===== config.mk =====
export PLATFORM = sky130hd
export DESIGN_NAME = quad_reset_supervisor_wdt
export DESIGN_NICKNAME = d
export VERILOG_FILES = /design/src/shared/qrs_pkg.sv /design/src/design/quad_reset_supervisor_wdt.sv
export SDC_FILE = /design/constraint.sdc
export NUM_CORES = 1
export LEC_CHECK = 0
export BUFFER_PORTS_ARGS = -buffer_cell sky130_fd_sc_hd__clkbuf_2
export CORE_ASPECT_RATIO = 1.75
export CORE_UTILIZATION = 43
export DETAILED_ROUTE_END_ITERATION = 10
export GPL_TIMING_DRIVEN = 0
export PLACE_DENSITY_LB_ADDON = 0.3
export REMOVE_ABC_BUFFERS = 1
export SETUP_SLACK_MARGIN = 0.1
export SYNTH_ARGS = -nofsm -noshare
export SYNTH_HDL_FRONTEND = slang
export SYNTH_SLANG_ARGS = --single-unit

===== constraint.sdc =====
create_clock -name i_clk -period 3 [get_ports i_clk]
set_input_delay 0.45 -clock i_clk [delete_from_list [all_inputs] [get_ports i_clk]]
set_output_delay 0.45 -clock i_clk [all_outputs]
set_load 0.05 [all_outputs]

===== src/shared/qrs_pkg.sv =====
// Shared constants for the quad reset supervisor with watchdog
package qrs_pkg;

  // ----------------------------------------------------------------
  // Clock and time base
  // ----------------------------------------------------------------
  localparam int unsigned CLK_MHZ = 200;

  // Delay and timeout figures in microseconds
  localparam int unsigned T_LONG_US = 300000;
  localparam int unsigned T_SHORT_US = 20000;
  localparam int unsigned T_WDOG_US = 610000;
  localparam int unsigned T_PROG_MIN_US = 1400;
  localparam int unsigned T_PROG_MAX_US = 10000000;
  localparam int unsigned T_PULL_US = 10;
  localparam int unsigned T_SETTLE_US = 5;

  // Derived cycle counts (integer times, so exact)
  localparam int unsigned LONG_CYC = T_LONG_US * CLK_MHZ;
  localparam int unsigned SHORT_CYC = T_SHORT_US * CLK_MHZ;
  localparam int unsigned WDOG_CYC = T_WDOG_US * CLK_MHZ;
  localparam int unsigned PROG_MIN_CYC = T_PROG_MIN_US * CLK_MHZ;
  localparam int unsigned PROG_MAX_CYC = T_PROG_MAX_US * CLK_MHZ;
  localparam logic [11:0] PULL_CYC = 12'(T_PULL_US * CLK_MHZ);
  localparam logic [11:0] SETTLE_CYC = 12'(T_SETTLE_US * CLK_MHZ);

  // ----------------------------------------------------------------
  // Widths and indices
  // ----------------------------------------------------------------
  localparam int unsigned NCH = 4;
  localparam int unsigned CNT_W = 32;
  localparam int unsigned SYNC_W = 19;
  localparam int unsigned PRIMARY = 0;
  localparam int unsigned WINDOW_CH = 3;

  // Positions inside the synchronised input vector
  localparam int unsigned POS_RAIL = 0;
  localparam int unsigned POS_HIGH = 4;
  localparam int unsigned POS_MR = 5;
  localparam int unsigned POS_KICK = 6;
  localparam int unsigned POS_PIN = 7;
  localparam int unsigned POS_CAP = 11;
  localparam int unsigned POS_RAMP = 15;

  // Values after reset
  localparam logic [SYNC_W-1:0] SYNC_RST = 19'h00000;

  // ----------------------------------------------------------------
  // State and mode encodings
  // ----------------------------------------------------------------
  typedef enum logic [2:0] {
    DET_PULL = 3'h1,
    DET_SETTLE = 3'h2,
    DET_RUN = 3'h4
  } det_state_t;

  typedef enum logic [2:0] {
    MODE_LONG = 3'h1,
    MODE_SHORT = 3'h2,
    MODE_PROG = 3'h4
  } delay_mode_t;

endpackage


===== src/design/quad_reset_supervisor_wdt.sv =====
// Four-channel reset supervisor with release delays and a latching watchdog
module quad_reset_supervisor_wdt #(
  parameter int unsigned LONG_CYC = qrs_pkg::LONG_CYC,
  parameter int unsigned SHORT_CYC = qrs_pkg::SHORT_CYC,
  parameter int unsigned WDOG_CYC = qrs_pkg::WDOG_CYC,
  parameter int unsigned PROG_MIN_CYC = qrs_pkg::PROG_MIN_CYC,
  parameter int unsigned PROG_MAX_CYC = qrs_pkg::PROG_MAX_CYC
) (
  input wire logic i_clk,
  input wire logic i_rst_n,
  input wire logic [3:0] i_rail_sense_in,
  input wire logic i_window_high_sense,
  input wire logic i_manual_reset_n,
  input wire logic i_watchdog_kick_in,
  input wire logic [3:0] i_delay_select_pin,
  input wire logic [3:0] i_delay_cap_present,
  input wire logic [3:0] i_ramp_at_end,
  output logic [3:0] o_delay_select_pin,
  output logic [3:0] o_delay_select_pin_oe_n,
  output logic [3:0] o_ramp_charge_en,
  output logic [3:0] o_channel_reset_out_n,
  output logic o_watchdog_fault_out_n
);

  // ----------------------------------------------------------------
  // Input synchronisers
  // ----------------------------------------------------------------
  logic [qrs_pkg::SYNC_W-1:0] raw;
  logic [qrs_pkg::SYNC_W-1:0] s1_r;
  logic [qrs_pkg::SYNC_W-1:0] s2_r;
  logic [qrs_pkg::SYNC_W-1:0] s3_r;
  logic [qrs_pkg::SYNC_W-1:0] flt_r;
  logic [qrs_pkg::SYNC_W-1:0] flt_nxt;

  assign raw = {i_ramp_at_end, i_delay_cap_present, i_delay_select_pin,
                i_watchdog_kick_in, i_manual_reset_n, i_window_high_sense,
                i_rail_sense_in};

  // A bit only changes once stages two and three agree
  genvar g;
  generate
    for (g = 0; g < qrs_pkg::SYNC_W; g++) begin : g_sync
      always_comb begin
        flt_nxt[g] = flt_r[g];
        if (s2_r[g] == s3_r[g]) begin
          flt_nxt[g] = s3_r[g];
        end
      end
    end
  endgenerate

  // Three-flop chain, first stage feeds only the second
  always_ff @(posedge i_clk) begin
    if (!i_rst_n) begin
      s1_r <= qrs_pkg::SYNC_RST;
      s2_r <= qrs_pkg::SYNC_RST;
      s3_r <= qrs_pkg::SYNC_RST;
      flt_r <= qrs_pkg::SYNC_RST;
    end else begin
      s1_r <= raw;
      s2_r <= s1_r;
      s3_r <= s2_r;
      flt_r <= flt_nxt;
    end
  end

  // Named views of the filtered inputs
  logic [3:0] rail_ok;
  logic high_over;
  logic mr_n;
  logic kick;
  logic [3:0] pin_hi;
  logic [3:0] cap_seen;
  logic [3:0] ramp_end;
  assign rail_ok = flt_r[qrs_pkg::POS_RAIL +: 4];
  assign high_over = flt_r[qrs_pkg::POS_HIGH];
  assign mr_n = flt_r[qrs_pkg::POS_MR];
  assign kick = flt_r[qrs_pkg::POS_KICK];
  assign pin_hi = flt_r[qrs_pkg::POS_PIN +: 4];
  assign cap_seen = flt_r[qrs_pkg::POS_CAP +: 4];
  assign ramp_end = flt_r[qrs_pkg::POS_RAMP +: 4];

  // ----------------------------------------------------------------
  // Delay pin detection at power-on
  // ----------------------------------------------------------------
  qrs_pkg::det_state_t det_r;
  qrs_pkg::det_state_t det_nxt;
  logic [11:0] dcnt_r;
  logic [11:0] dcnt_nxt;
  qrs_pkg::delay_mode_t mode_r [4];
  qrs_pkg::delay_mode_t mode_nxt [4];
  logic det_done;

  assign det_done = (det_r == qrs_pkg::DET_RUN);

  // Pull pins low, let them settle, then classify once
  always_comb begin
    det_nxt = det_r;
    dcnt_nxt = dcnt_r + 12'h001;
    for (int i = 0; i < 4; i++) begin
      mode_nxt[i] = mode_r[i];
    end
    case (det_r)
      qrs_pkg::DET_PULL: begin
        if (dcnt_r >= qrs_pkg::PULL_CYC - 12'h001) begin
          det_nxt = qrs_pkg::DET_SETTLE;
          dcnt_nxt = 12'h000;
        end
      end
      qrs_pkg::DET_SETTLE: begin
        if (dcnt_r >= qrs_pkg::SETTLE_CYC - 12'h001) begin
          det_nxt = qrs_pkg::DET_RUN;
          // Pull-up wins, else capacitor, else open pin
          for (int i = 0; i < 4; i++) begin
            if (pin_hi[i]) begin
              mode_nxt[i] = qrs_pkg::MODE_LONG;
            end else if (cap_seen[i]) begin
              mode_nxt[i] = qrs_pkg::MODE_PROG;
            end else begin
              mode_nxt[i] = qrs_pkg::MODE_SHORT;
            end
          end
        end
      end
      qrs_pkg::DET_RUN: begin
        dcnt_nxt = dcnt_r;
      end
      default: begin
        det_nxt = qrs_pkg::DET_PULL;
        dcnt_nxt = 12'h000;
      end
    endcase
  end

  // Detection registers
  always_ff @(posedge i_clk) begin
    if (!i_rst_n) begin
      det_r <= qrs_pkg::DET_PULL;
      dcnt_r <= 12'h000;
      for (int i = 0; i < 4; i++) begin
        mode_r[i] <= qrs_pkg::MODE_SHORT;
      end
    end else begin
      det_r <= det_nxt;
      dcnt_r <= dcnt_nxt;
      for (int i = 0; i < 4; i++) begin
        mode_r[i] <= mode_nxt[i];
      end
    end
  end

  // ----------------------------------------------------------------
  // Release conditions per channel
  // ----------------------------------------------------------------
  logic [3:0] cond_ok;
  // Primary needs manual reset high and rail good
  assign cond_ok[0] = rail_ok[0] & mr_n;
  // Plain under-threshold channels
  assign cond_ok[2:1] = rail_ok[2:1];
  // Window: low side above and high side below together
  assign cond_ok[3] = rail_ok[3] & ~high_over;

  // ----------------------------------------------------------------
  // Channel delay counters and reset outputs
  // ----------------------------------------------------------------
  logic [3:0] rst_r;
  logic [3:0] rst_nxt;
  logic [3:0] oe_n_r;
  logic [3:0] oe_n_nxt;
  logic [3:0] chg_r;
  logic [3:0] chg_nxt;
  logic [qrs_pkg::CNT_W-1:0] cnt_r [4];
  logic [qrs_pkg::CNT_W-1:0] cnt_nxt [4];

  generate
    for (g = 0; g < qrs_pkg::NCH; g++) begin : g_ch
      logic done;
      // End of delay per detected mode
      always_comb begin
        case (mode_r[g])
          qrs_pkg::MODE_LONG: done = (cnt_r[g] >= LONG_CYC);
          qrs_pkg::MODE_PROG: done = (cnt_r[g] >= PROG_MIN_CYC && ramp_end[g]) ||
                                     (cnt_r[g] >= PROG_MAX_CYC);
          default: done = (cnt_r[g] >= SHORT_CYC);
        endcase
      end

      // Assert at once, release only when the delay ends
      always_comb begin
        rst_nxt[g] = rst_r[g];
        cnt_nxt[g] = cnt_r[g];
        if (!det_done || !cond_ok[g]) begin
          rst_nxt[g] = 1'b1;
          cnt_nxt[g] = '0;
        end else if (rst_r[g]) begin
          if (done) begin
            rst_nxt[g] = 1'b0;
          end else begin
            cnt_nxt[g] = cnt_r[g] + 32'h00000001;
          end
        end
        // Pin is pulled low in the pull phase of detection and to discharge the capacitor
        oe_n_nxt[g] = !((det_r == qrs_pkg::DET_PULL) ||
                        (det_done && mode_r[g] == qrs_pkg::MODE_PROG && !cond_ok[g]));
        chg_nxt[g] = det_done && mode_r[g] == qrs_pkg::MODE_PROG && cond_ok[g] &&
                     rst_r[g];
      end

      // Channel registers
      always_ff @(posedge i_clk) begin
        if (!i_rst_n) begin
          rst_r[g] <= 1'b1;
          cnt_r[g] <= '0;
          oe_n_r[g] <= 1'b1;
          chg_r[g] <= 1'b0;
        end else begin
          rst_r[g] <= rst_nxt[g];
          cnt_r[g] <= cnt_nxt[g];
          oe_n_r[g] <= oe_n_nxt[g];
          chg_r[g] <= chg_nxt[g];
        end
      end
    end
  endgenerate

  // ----------------------------------------------------------------
  // Watchdog
  // ----------------------------------------------------------------
  logic kick_d_r;
  logic kick_d_nxt;
  logic fault_r;
  logic fault_nxt;
  logic [qrs_pkg::CNT_W-1:0] wcnt_r;
  logic [qrs_pkg::CNT_W-1:0] wcnt_nxt;
  logic kick_edge;

  // Either edge counts; found on the filtered copy
  assign kick_edge = kick ^ kick_d_r;

  // Count while primary released; latch fault until primary reasserts
  always_comb begin
    kick_d_nxt = kick;
    fault_nxt = fault_r;
    wcnt_nxt = wcnt_r;
    if (rst_r[qrs_pkg::PRIMARY]) begin
      fault_nxt = 1'b0;
      wcnt_nxt = '0;
    end else if (!fault_r) begin
      if (kick_edge) begin
        wcnt_nxt = '0;
      end else if (wcnt_r >= WDOG_CYC - 32'h00000001) begin
        fault_nxt = 1'b1;
      end else begin
        wcnt_nxt = wcnt_r + 32'h00000001;
      end
    end
  end

  // Watchdog registers
  always_ff @(posedge i_clk) begin
    if (!i_rst_n) begin
      kick_d_r <= 1'b0;
      fault_r <= 1'b0;
      wcnt_r <= '0;
    end else begin
      kick_d_r <= kick_d_nxt;
      fault_r <= fault_nxt;
      wcnt_r <= wcnt_nxt;
    end
  end

  // ----------------------------------------------------------------
  // Outputs, all from flip-flops except the constant pin drive
  // ----------------------------------------------------------------
  assign o_channel_reset_out_n = ~rst_r;
  assign o_watchdog_fault_out_n = ~fault_r;
  assign o_delay_select_pin = 4'h0; // Only ever pulls low
  assign o_delay_select_pin_oe_n = oe_n_r;
  assign o_ramp_charge_en = chg_r;

  // ----------------------------------------------------------------
  // Assertions
  // ----------------------------------------------------------------
  a_fault_sets: assert property (@(posedge i_clk) disable iff (!i_rst_n)
    !rst_r[0] && !fault_r && !kick_edge && wcnt_r == WDOG_CYC - 1 |=> fault_r)
    else $error("watchdog did not time out at terminal count");
  a_wdog_idle: assert property (@(posedge i_clk) disable iff (!i_rst_n)
    rst_r[0] |=> wcnt_r == '0 && !fault_r)
    else $error("watchdog ran while primary asserted");
  a_kick_clears: assert property (@(posedge i_clk) disable iff (!i_rst_n)
    !rst_r[0] && !fault_r && kick_edge |=> wcnt_r == '0)
    else $error("kick edge did not clear watchdog count");
  a_fault_latch: assert property (@(posedge i_clk) disable iff (!i_rst_n)
    fault_r && !rst_r[0] |=> fault_r)
    else $error("fault cleared without primary reset");
  a_rel_delay: assert property (@(posedge i_clk) disable iff (!i_rst_n)
    $fell(rst_r[1]) && mode_r[1] == qrs_pkg::MODE_LONG |-> $past(cnt_r[1]) >= LONG_CYC)
    else $error("channel released before its delay");
  a_assert_fast: assert property (@(posedge i_clk) disable iff (!i_rst_n)
    det_done && !cond_ok[2] |=> rst_r[2] && cnt_r[2] == '0)
    else $error("channel not asserted at once");
  a_mr_primary: assert property (@(posedge i_clk) disable iff (!i_rst_n)
    !mr_n ##1 !mr_n |-> rst_r[0])
    else $error("manual reset did not hold primary");
  a_window_high: assert property (@(posedge i_clk) disable iff (!i_rst_n)
    high_over |=> o_channel_reset_out_n[3] == 1'b0)
    else $error("window channel released while over threshold");
  a_detect_pull: assert property (@(posedge i_clk) disable iff (!i_rst_n)
    i_rst_n && det_r == qrs_pkg::DET_PULL ##1 det_r == qrs_pkg::DET_PULL |-> oe_n_r == 4'h0)
    else $error("delay pins not pulled during detection");
  a_prog_ramp: assert property (@(posedge i_clk) disable iff (!i_rst_n)
    $fell(rst_r[2]) && mode_r[2] == qrs_pkg::MODE_PROG |->
      $past(ramp_end[2]) || $past(cnt_r[2]) >= PROG_MAX_CYC)
    else $error("programmable release without ramp end");

endmodule


==> results of run 1 <==
Yosys cell counts, types with 5 or more instances:
cell type | n | area [sq um]
and3_1 | 34 | 212.7
nor2_1 | 125 | 469.2
o31ai_1 | 15 | 112.6
o21ai_0 | 100 | 500.5
nand2b_1 | 8 | 50.05
xor2_1 | 8 | 70.07
nand3_1 | 81 | 405.4
a31oi_1 | 11 | 68.82
nor3b_1 | 14 | 105.1
a31o_2 | 8 | 70.07
a41oi_1 | 5 | 43.79
inv_1 | 38 | 142.6
nand4_1 | 53 | 331.6
clkbuf_1 | 73 | 274.0
mux2i_1 | 11 | 110.1
a21boi_0 | 21 | 157.7
ha_1 | 10 | 125.1
o211ai_1 | 16 | 120.1
a21o_1 | 10 | 75.07
nor2b_1 | 16 | 100.1
buf_2 | 10 | 50.05
or4_1 | 24 | 180.2
nor4_1 | 21 | 131.4
a2111oi_0 | 6 | 52.55
and2_1 | 75 | 469.2
a311oi_1 | 5 | 43.79
o31a_1 | 5 | 43.79
and4_1 | 15 | 131.4
dfxtp_1 | 277 | 5545
nand2_1 | 146 | 548.0
a21oi_1 | 112 | 560.5
xnor2_1 | 43 | 376.6
nor3_1 | 35 | 175.2
or3_1 | 55 | 344.1
o311ai_0 | 7 | 61.31
worst max path at each step:
stage | start | end
floorplan | cnt_r[3][26] | cnt_r[3][25]
global placement | i_rst_n | cnt_r[0][9]
detailed placement | det_r[2] | cnt_r[3][14]
CTS | cnt_r[0][26] | cnt_r[0][12]
global route | cnt_r[1][26] | cnt_r[1][16]
finish | cnt_r[3][10] | cnt_r[3][15]
metal layers:
metal  wire length, um  vias up  track usage (%)
li1                  -     5609                -
met5                 0        -                0
met4              1145        0            9.124
met3              1037       80            2.428
met1             11620     5240            20.29
met2             15060      203            36.09
cells in the final DEF (no fill, tap or decap), types with 11 or more instances in the layout:
cell type	instances
a21boi_0	21
a21oi_1	112
a31oi_1	11
and2_1	74
and3_1	34
and4_1	15
buf_4	15
clkbuf_16	27
clkbuf_2	32
dfxtp_1	277
inv_1	38
mux2i_1	11
nand2_1	146
nand3_1	78
nand4_1	53
nor2_1	125
nor2b_1	15
nor3_1	34
nor3b_1	14
nor4_1	17
o211ai_1	16
o21ai_0	98
o31ai_1	15
or3_1	54
or4_1	23
xnor2_1	43
power by group through the flow:
stage	registers (mW)	clock network (mW)	logic (mW)
2_1_floorplan	3.84	0	0.0665
3_3_place_gp	3.83	0	0.136
3_5_place_dp	3.83	0	0.137
4_1_cts	3.75	3.69	0.138
5_1_grt	3.75	3.85	0.150
6_report	3.75	3.58	0.136
metrics by stage:
step                      util [%]  total power, mW  hold slack [ns]  area (sq um)  setup WS (ns)
after floorplan                  -            3.910           0.4118         12560         0.1441
after detailed placement     44.93            3.967           0.4169         13250        -0.6875
after global placement       44.75            3.963           0.4143         13200         -1.135
after global routing         48.99            7.745          0.08780         14450         0.1059
final                        48.99            7.463           0.1024         14450         0.2179
after CTS                    48.54            7.574          0.07850         14320        0.08671
cell type report:
cell class,count,area share (%)
inverters,38,0.9871
multi-input cells,1160,48.64
flip-flops and latches,277,38.38
well taps,382,3.308
clock inverters,17,1.533
clock buffers,30,4.892
repair buffers,50,2.269
critical path, stage by stage (launching register included):
cell and delay [ns]:
dfxtp_1 0.37, a2111oi_0 0.37, a21boi_0 0.16, o211ai_1 0.37, a41oi_4 0.25, buf_4 0.21, nor4_4 0.56, a21oi_1 0.16
a31o_2 0.23
cells by family (layout without fill, tap and decap cells):
logic type	after synthesis	count (layout)	share of synthesized area [%]
flops	277	277	42.90
mux	11	11	0.8518
simple gates	734	734	30.83
xor+xnor	51	51	3.456
compound gates	349	350	16.91
fa+ha+maj	10	10	0.9680
buf+inv	130	135	4.056
other cells	1	4	0.02901
repair_timing:
item,4_1_cts,5_1_grt
resized for setup,12,13
cloned,1,0
setup endpoints to repair,130,85
buffers inserted,9,6
pin swaps,5,4
flip-flops by register name, indices dropped and copies added, names as in the netlist:
signal	flops
kick_d_r	1
o_ramp_charge_en	4
o_delay_select_pin_oe_n	4
s3_r	19
rst_r	4
s2_r	19
fault_r	1
cnt_r	128
dcnt_r	12
wcnt_r	32
det_r	3
flt_r	19
s1_r	19
mode_r	12
==> metrics.txt, run 1 <==
Final Setup Violations 0; 1st-pass router iterations 5; via count of the first global-routing pass between 10000 and 15000; first-pass GRT wire length around 49 mm; HP Class input pin to flop; top_reg_cell synth dfxtp_1; hold path depth 2; GPL Wtd Cong 0.8897; sequential share of the synthesized area a little over two fifths; Die X 133.1 um; Final nets between 1500 and 2000; Residual DRC 0; CTS Sinks 277; r2r worst-path depth 8; worst-margin pin slew 0.9868 ns; maximum vdd drop 0.4061 mV; antenna fix cells 0; Sw Ratio 21.78%; Synth warnings 0; hold path start i_rail_sense_in[2]; outcome finished, final reports clean; average size of a mapped cell 8.270 sq um; mapped cell area 0.01293 sq mm; Arrival @ worst endpoint 3.23 ns; H-tree lvl count 1; Via Count 11130; Async SR Flop Fraction 0%; worst rel slew slack 33.97%; initial antenna violation count 0; register area 0.005545 sq mm; # placed instances 1891; final non-filler cell total 1954; WP data required around 3.4 ns; Yosys cell types 71; switching power approximately 1.6 mW; clk_lat worst skew 0.55 ns; Post-synth EDFFs 0; multi-input logic area 0.007028 sq mm; CTS tree yes; post-detail-place hpwl 19.43 mm; Die Ht around 230 um; Starting Density 43.83%; Ports 38; Internal Power around 5.8 mW; maximum clock insertion buffer count 3; WL/cell 14.77 um; Post-Route Setup TNS 0 ns; sequential share of power roughly 50%; CP max FO 8; fill count ~2800; final hold violation count 0; # hold bufs at CTS 0; remaining global-route overflow 0; flop2flop setup slack 0.22 ns; largest net degree at the start of global routing 108; via count normalized by instance count 5.697; TritonCTS Buffers 27; Final Max Slew Viols 0; kind of capture point of the worst setup path flop; share of layout cells above drive strength 1 a little under a tenth; core area 0.02949 sq mm; pwr/cell area between 500 and 600 mW/mm^2; Final min period 2.782 ns; Area Growth Syn to Fin 11.79%; Reg-to-Reg Start cnt_r[3][10]; Startpoint Class flop; skew final 0.008829 ns; total of max-cap violations 0; Achievable Freq 0.3594 GHz; Root Buffer clkbuf_16; Die ar. between 0.03 and 0.04 sq mm; Iter 0 DRT Violations 475; total track usage 18.95%; clock-pin slew of the registers on the worst-case setup and hold paths around 0.070 ns; worst hold endpoint s1_r[2]; Port Buffers 33; final cycle utilization of the critical path 92.74%; Rows 83; Worst R2R End cnt_r[3][15]; Comb power frac roughly 1.8%; static leakage 4.928 nW; total routed wirelength 28.87 mm; Syn Inst Count 1563; synthesized flop and latch total 277; clock share of power roughly 48%; Crit Path Category flop to flop; Antenna Violating Nets Remaining 0; unrepaired setup endpoints after global routing no
No activity file was read; power rests on OpenSTA's default activity.
==> inputs of run 2 (changes only) <==
- RECOVER_POWER: default -> 50
==> run 2 against run 1 <==
Effect of this change:
- first-iteration DRC count shrank 5.9%
- critical path depth is the same
- maximum frequency shrank 0.39%
- sequential power is essentially flat
- die area is the same
- global-route usage is the same
- sequential cell count is the same
- non-clock buffer count is the same
- clock skew is essentially flat
- largest cell class unchanged
==> metrics.txt, run 2 (synthesis results as in run 1) <==
switching power 1.624 mW (was 1.625 mW); Final Max Slew Viols 0 (unchanged); WP data required 3.45 ns (was 3.44 ns); antenna fix cells 0 (unchanged); HP Class input pin to flop (unchanged); Cell Chain, Critical Path or3b_2, a2111oi_0, o211a_1, or3_1, nor4_2, buf_4, a21o_1, a21oi_1 (was a2111oi_0, a21boi_0, o211ai_1, a41oi_4, buf_4, nor4_4, a21oi_1, a31o_2); CTS tree yes (unchanged); Final min period 2.793 ns (was 2.782 ns); r2r worst-path depth 8 (unchanged); Slowest-stage cell, CP a2111oi_0 (was nor4_4); share of layout cells above drive strength 1 8.142% (was 9.224%); 1st-pass router iterations 5 (unchanged); first-pass GRT wire length 49.31 mm (unchanged); Crit Path Category flop to flop (unchanged); worst-margin pin slew 0.9984 ns (was 0.9868 ns); Comb power frac 1.8% (about the same); H-tree lvl count 1 (unchanged); Area Growth Syn to Fin 11.39% (was 11.79%); Achievable Freq 0.3580 GHz (was 0.3594 GHz); via count normalized by instance count 5.714 (was 5.697); Placed Area 0.01325 sq mm (unchanged); Arrival @ worst endpoint 3.24 ns (was 3.23 ns); unrepaired setup endpoints after global routing no (unchanged); core area 0.02949 sq mm (unchanged); final cell area excluding filler cells 0.01440 sq mm (was 0.01445 sq mm); Die Ht 231.4 um (unchanged); Worst R2R End cnt_r[1][20] (was cnt_r[3][15]); remaining global-route overflow 0 (unchanged); initial antenna violation count 0 (unchanged); Sw Ratio 21.77% (was 21.78%); Port Buffers 33 (unchanged); Rows 83 (unchanged); pwr/cell area 518.1 mW/mm^2 (was 516.5 mW/mm^2); static leakage 4.862 nW (was 4.928 nW); clk_lat worst skew 0.55 ns (about the same); TritonCTS Buffers 27 (unchanged); kind of capture point of the worst setup path flop (unchanged); Internal Power 5.836 mW (was 5.838 mW); total track usage 18.95% (unchanged); clock share of power 48.0% (about the same); hold path start i_rail_sense_in[1] (was i_rail_sense_in[2]); clock-pin slew of the registers on the worst-case setup and hold paths 0.07 ns (about the same); Starting Density 43.83% (unchanged); hold path depth 2 (unchanged); worst rel slew slack 33.19% (was 33.97%); Reg-to-Reg Start cnt_r[1][18] (was cnt_r[3][10]); commonest non-fill, non-tap cell in the layout dfxtp_1 (unchanged); total of max-cap violations 0 (unchanged); final cycle utilization of the critical path 93.10% (was 92.74%); flop2flop setup slack 0.21 ns (was 0.22 ns); max FFs per register 128 (unchanged); Pwr Total 7.460 mW (was 7.463 mW); post-detail-place hpwl 19.43 mm (unchanged); worst hold endpoint s1_r[1] (was s1_r[2]); Ports 38 (unchanged); Max stage delay on crit path 0.56 ns (about the same); total routed wirelength 28.87 mm (about the same); Startpoint Class flop (unchanged); Post-Route Setup TNS 0 ns (unchanged); Root Buffer clkbuf_16 (unchanged); # placed instances 1891 (unchanged); largest registers cnt_r (128), wcnt_r (32) (unchanged); # hold bufs at CTS 0 (unchanged); Final Setup Violations 0 (unchanged); Antenna Violating Nets Remaining 0 (unchanged); maximum vdd drop 0.4064 mV (was 0.4061 mV); Die ar. 0.03079 sq mm (unchanged); final hold violation count 0 (unchanged); Residual DRC 0 (unchanged); CTS Sinks 277 (unchanged); outcome finished, final reports clean (unchanged); largest net degree at the start of global routing 108 (unchanged); most frequent cells in the layout 277 x dfxtp_1, 146 x nand2_1, 125 x nor2_1 (unchanged); met2 Use GR 36.09% (unchanged); sequential share of power 50.2% (about the same); met1 Usage GRT 20.29% (unchanged); Top reg by flops cnt_r (unchanged); Final nets 1585 (unchanged); CP max FO 11 (was 8); GRT busiest layer met2 (unchanged); Via Count 11170 (was 11130); M3 GR Usage 2.428% (unchanged); maximum clock insertion buffer count 3 (unchanged); Iter 0 DRT Violations 447 (was 475); Die X 133.1 um (unchanged); skew final 0.008988 ns (was 0.008829 ns); GPL Wtd Cong 0.8897 (unchanged); via count of the first global-routing pass 10690 (unchanged); WL/cell 14.78 um (was 14.77 um); final non-filler cell total 1954 (unchanged)
[run 2: cell types whose count changed in the layout (fill, tap and decap cells not counted), sizes merged]
cell	delta
buf	-2
clkbuf	+2
[run 2: routing by layer]
layer  vias up  wire (um)
met2       229      15080
li1       5610          -
met5         -          0
met1      5245      11630
met4         0       1146
met3        82       1019
[run 2: power groups by stage]
stage,Clock [mW],Combinational [mW],Sequential (mW)
after floorplan,0,0.0665,3.84
final,3.58,0.133,3.75
after detailed placement,0,0.137,3.83
after global routing,3.85,0.148,3.75
after global placement,0,0.136,3.83
after CTS,3.69,0.138,3.75
[run 2: critical path: cells and delay by family (launching register included)]
family	cells	cell delay [ns]
compound gates	4	1.13
buf+inv	1	0.21
flops	1	0.47
simple gates	3	0.89
[run 2: worst max-delay path by stage]
| stage | start | endpoint | slack (ns) | cells after the start |
|---|---|---|---|---|
| 4_1_cts | cnt_r[0][26] | cnt_r[0][12] | 0.09 | 7 |
| 3_3_place_gp | i_rst_n | cnt_r[0][9] | -1.14 | 4 |
| 6_report | cnt_r[1][18] | cnt_r[1][20] | 0.21 | 8 |
| 3_5_place_dp | det_r[2] | cnt_r[3][14] | -0.69 | 5 |
| 5_1_grt | cnt_r[1][11] | cnt_r[1][16] | 0.08 | 7 |
| 2_1_floorplan | cnt_r[3][26] | cnt_r[3][25] | 0.14 | 7 |
[run 2: layout make-up]
type | count | area, sq um
Tap cell | 382 | 478.0
Multi-Input combinational cell | 1160 | 7000
Inverter | 38 | 142.6
Clock buffer | 30 | 706.9
Clock inverter | 17 | 221.5
Sequential cell | 277 | 5545
Timing Repair Buffer | 50 | 304.0
Fill cell | 2856 | 15090
[run 2: through the flow]
step / worst slack [ns] / hold WS (ns) / util, %
floorplan: 0.1441 / 0.4118 / -
CTS: 0.08671 / 0.07850 / 48.54
global route: 0.07940 / 0.08780 / 48.82
finish: 0.2069 / 0.1023 / 48.82
detailed placement: -0.6875 / 0.4169 / 44.93
global placement: -1.135 / 0.4143 / 44.75
[run 2: what timing repair did]
action | CTS | global route
endpoints found under the setup margin | 130 | 85
gates resized for setup | 12 | 13
setup buffers | 9 | 6
cloned | 1 | 0
pin swaps | 5 | 4
==> inputs of run 3 (changes only) <==
- PLACE_DENSITY_LB_ADDON: 0.3 -> default
- RECOVER_POWER: 50 -> 25
==> run 3 against run 2 <==
Effect of this change:
- sequential share of layout area down 0.36 points
- die area unchanged
- routed wire length increased by 1.4%
- critical endpoint is now cnt_r[2][19]
- largest cell class unchanged
- clock power grew 4%
- largest power group unchanged
- via count down 0.15%
==> metrics.txt, run 3 (synthesis results as in run 1) <==
static leakage 4.969 nW (was 4.862 nW); TritonCTS Buffers 28 (was 27); WL/cell 14.94 um (was 14.78 um); # hold bufs at CTS 0 (unchanged); CTS Sinks 277 (unchanged); WP data required 3.47 ns (was 3.45 ns); 1st-pass router iterations 4 (was 5); Starting Density 43.83% (unchanged); Final Setup Violations 0 (unchanged); GPL Wtd Cong 0.8747 (was 0.8897); outcome finished, final reports clean (unchanged); CP max FO 28 (was 11); Die X 133.1 um (unchanged); maximum vdd drop 0.5628 mV (was 0.4064 mV); Via Count 11150 (was 11170); multi-input logic area 0.007043 sq mm (was 0.007000 sq mm); final non-filler cell total 1960 (was 1954); total track usage 18.94% (was 18.95%); via count of the first global-routing pass 10440 (was 10690); largest registers cnt_r (128), wcnt_r (32) (unchanged); Final nets 1589 (was 1585); Startpoint Class flop (unchanged); HP Class input pin to flop (unchanged); fill count 2863 (was 2856); Port Buffers 33 (unchanged); Iter 0 DRT Violations 512 (was 447); post-layout util 49.28% (was 48.82%); Top reg by flops cnt_r (unchanged); first-pass GRT wire length 49.33 mm (was 49.31 mm); Arrival @ worst endpoint 3.35 ns (was 3.24 ns); Crit Path Category flop to flop (unchanged); CTS tree yes (unchanged); max FFs per register 128 (unchanged); post-detail-place hpwl 19.24 mm (was 19.43 mm); worst rel slew slack 15.85% (was 33.19%); Pwr Total 7.625 mW (was 7.460 mW); most frequent cells in the layout 277 x dfxtp_1, 146 x nand2_1, 125 x nor2_1 (unchanged); pwr/cell area 524.6 mW/mm^2 (was 518.1 mW/mm^2); total of max-cap violations 0 (unchanged); # placed instances 1891 (unchanged); maximum clock insertion buffer count 3 (unchanged); via count normalized by instance count 5.688 (was 5.714); Ports 38 (unchanged); total routed wirelength 29.28 mm (was 28.87 mm); Residual DRC 0 (unchanged); H-tree lvl count 1 (unchanged); Area Growth Syn to Fin 12.44% (was 11.39%); share of layout cells above drive strength 1 9.189% (was 8.142%); Die ar. 0.03079 sq mm (unchanged); Root Buffer clkbuf_16 (unchanged); remaining global-route overflow 0 (unchanged); final hold violation count 0 (unchanged); commonest non-fill, non-tap cell in the layout dfxtp_1 (unchanged); clock-pin slew of the registers on the worst-case setup and hold paths 0.06 ns (was 0.07 ns); register area 0.005545 sq mm (unchanged); unrepaired setup endpoints after global routing yes (was no); initial antenna violation count 0 (unchanged); skew final 0.01303 ns (was 0.008988 ns); Antenna Violating Nets Remaining 0 (unchanged); Final Max Slew Viols 0 (unchanged); kind of capture point of the worst setup path flop (unchanged); final cycle utilization of the critical path 96.11% (was 93.10%); clk_lat worst skew 0.55 ns (about the same); worst-margin pin slew 1.249 ns (was 0.9984 ns); Die Ht 231.4 um (unchanged); core area 0.02949 sq mm (unchanged); Rows 83 (unchanged); Achievable Freq 0.3468 GHz (was 0.3580 GHz); largest net degree at the start of global routing 108 (unchanged); Final min period 2.883 ns (was 2.793 ns); antenna fix cells 0 (unchanged)
-- run 3: cell types whose count changed in the layout (fill, tap and decap cells not counted), moves of 3 or more --
cell and change:
clkbuf_1 -11, buf_4 +3, a2111oi_1 +4, clkinv_4 -3, clkbuf_2 +13, a2111oi_0 -4
and2_1 +23, inv_6 -4, and2_0 -23
-- run 3: per-layer routing --
layer	GRT usage [%]	share of wire, %	vias to the layer above
met3	2.515	3.0	42
li1	-	-	5633
met2	35.88	52	171
met5	0	0	-
met1	21.20	42	5303
met4	7.004	2.3	0
-- run 3: where the power goes --
part | internal (mW) | switching, mW | total [mW]
registers | 3.72 | 0.0231 | 3.75
clock network | 2.26 | 1.48 | 3.74
logic | 0.0496 | 0.0857 | 0.135
-- run 3: timing repair --
action                                 4_1_cts  5_1_grt
pin swaps                                    6        4
resized for setup                           12       16
cloned                                       1        1
setup endpoints to repair                  129       84
endpoints found under the hold margin        0        0
buffers inserted                            12        4
-- run 3: cell type report --
class                           count  area share, %
Multi-Input combinational cell   1161          48.46
Sequential cell                   277          38.15
Clock buffer                       37          5.406
Tap cell                          382          3.289
Timing Repair Buffer               52          2.359
Clock inverter                     13          1.352
Inverter                           38         0.9814
-- run 3: critical path: stages, from the launching register on --
cell and delay (ns):
dfxtp_1 0.45, nor2b_1 0.29, nor2b_2 0.66, nand3_2 0.61, or4_1 0.69, o21ai_0 0.09
-- run 3: stage by stage --
step                TNS, ns  hold WS, ns  area (sq um)  setup WS (ns)
finish                    0       0.1037         14530         0.1166
global route        -0.4319      0.08889         14530       -0.09368
CTS                       0      0.07460         14390        0.04087
detailed placement   -18.26       0.4187         13250        -0.7064
global placement     -76.99       0.4147         13200         -1.211
floorplan                 0       0.4118         12560         0.1441
-- run 3: worst paths after layout --
kind                           start           end  slack [ns]  cells past startpoint
setup / recovery            det_r[2]  cnt_r[2][19]        0.12                      5
hold / removal    i_rail_sense_in[0]       s1_r[0]        0.10                      2
setup reg to reg            det_r[2]  cnt_r[2][19]        0.12                      5
hold reg to reg              s1_r[1]       s2_r[1]        0.43                      1
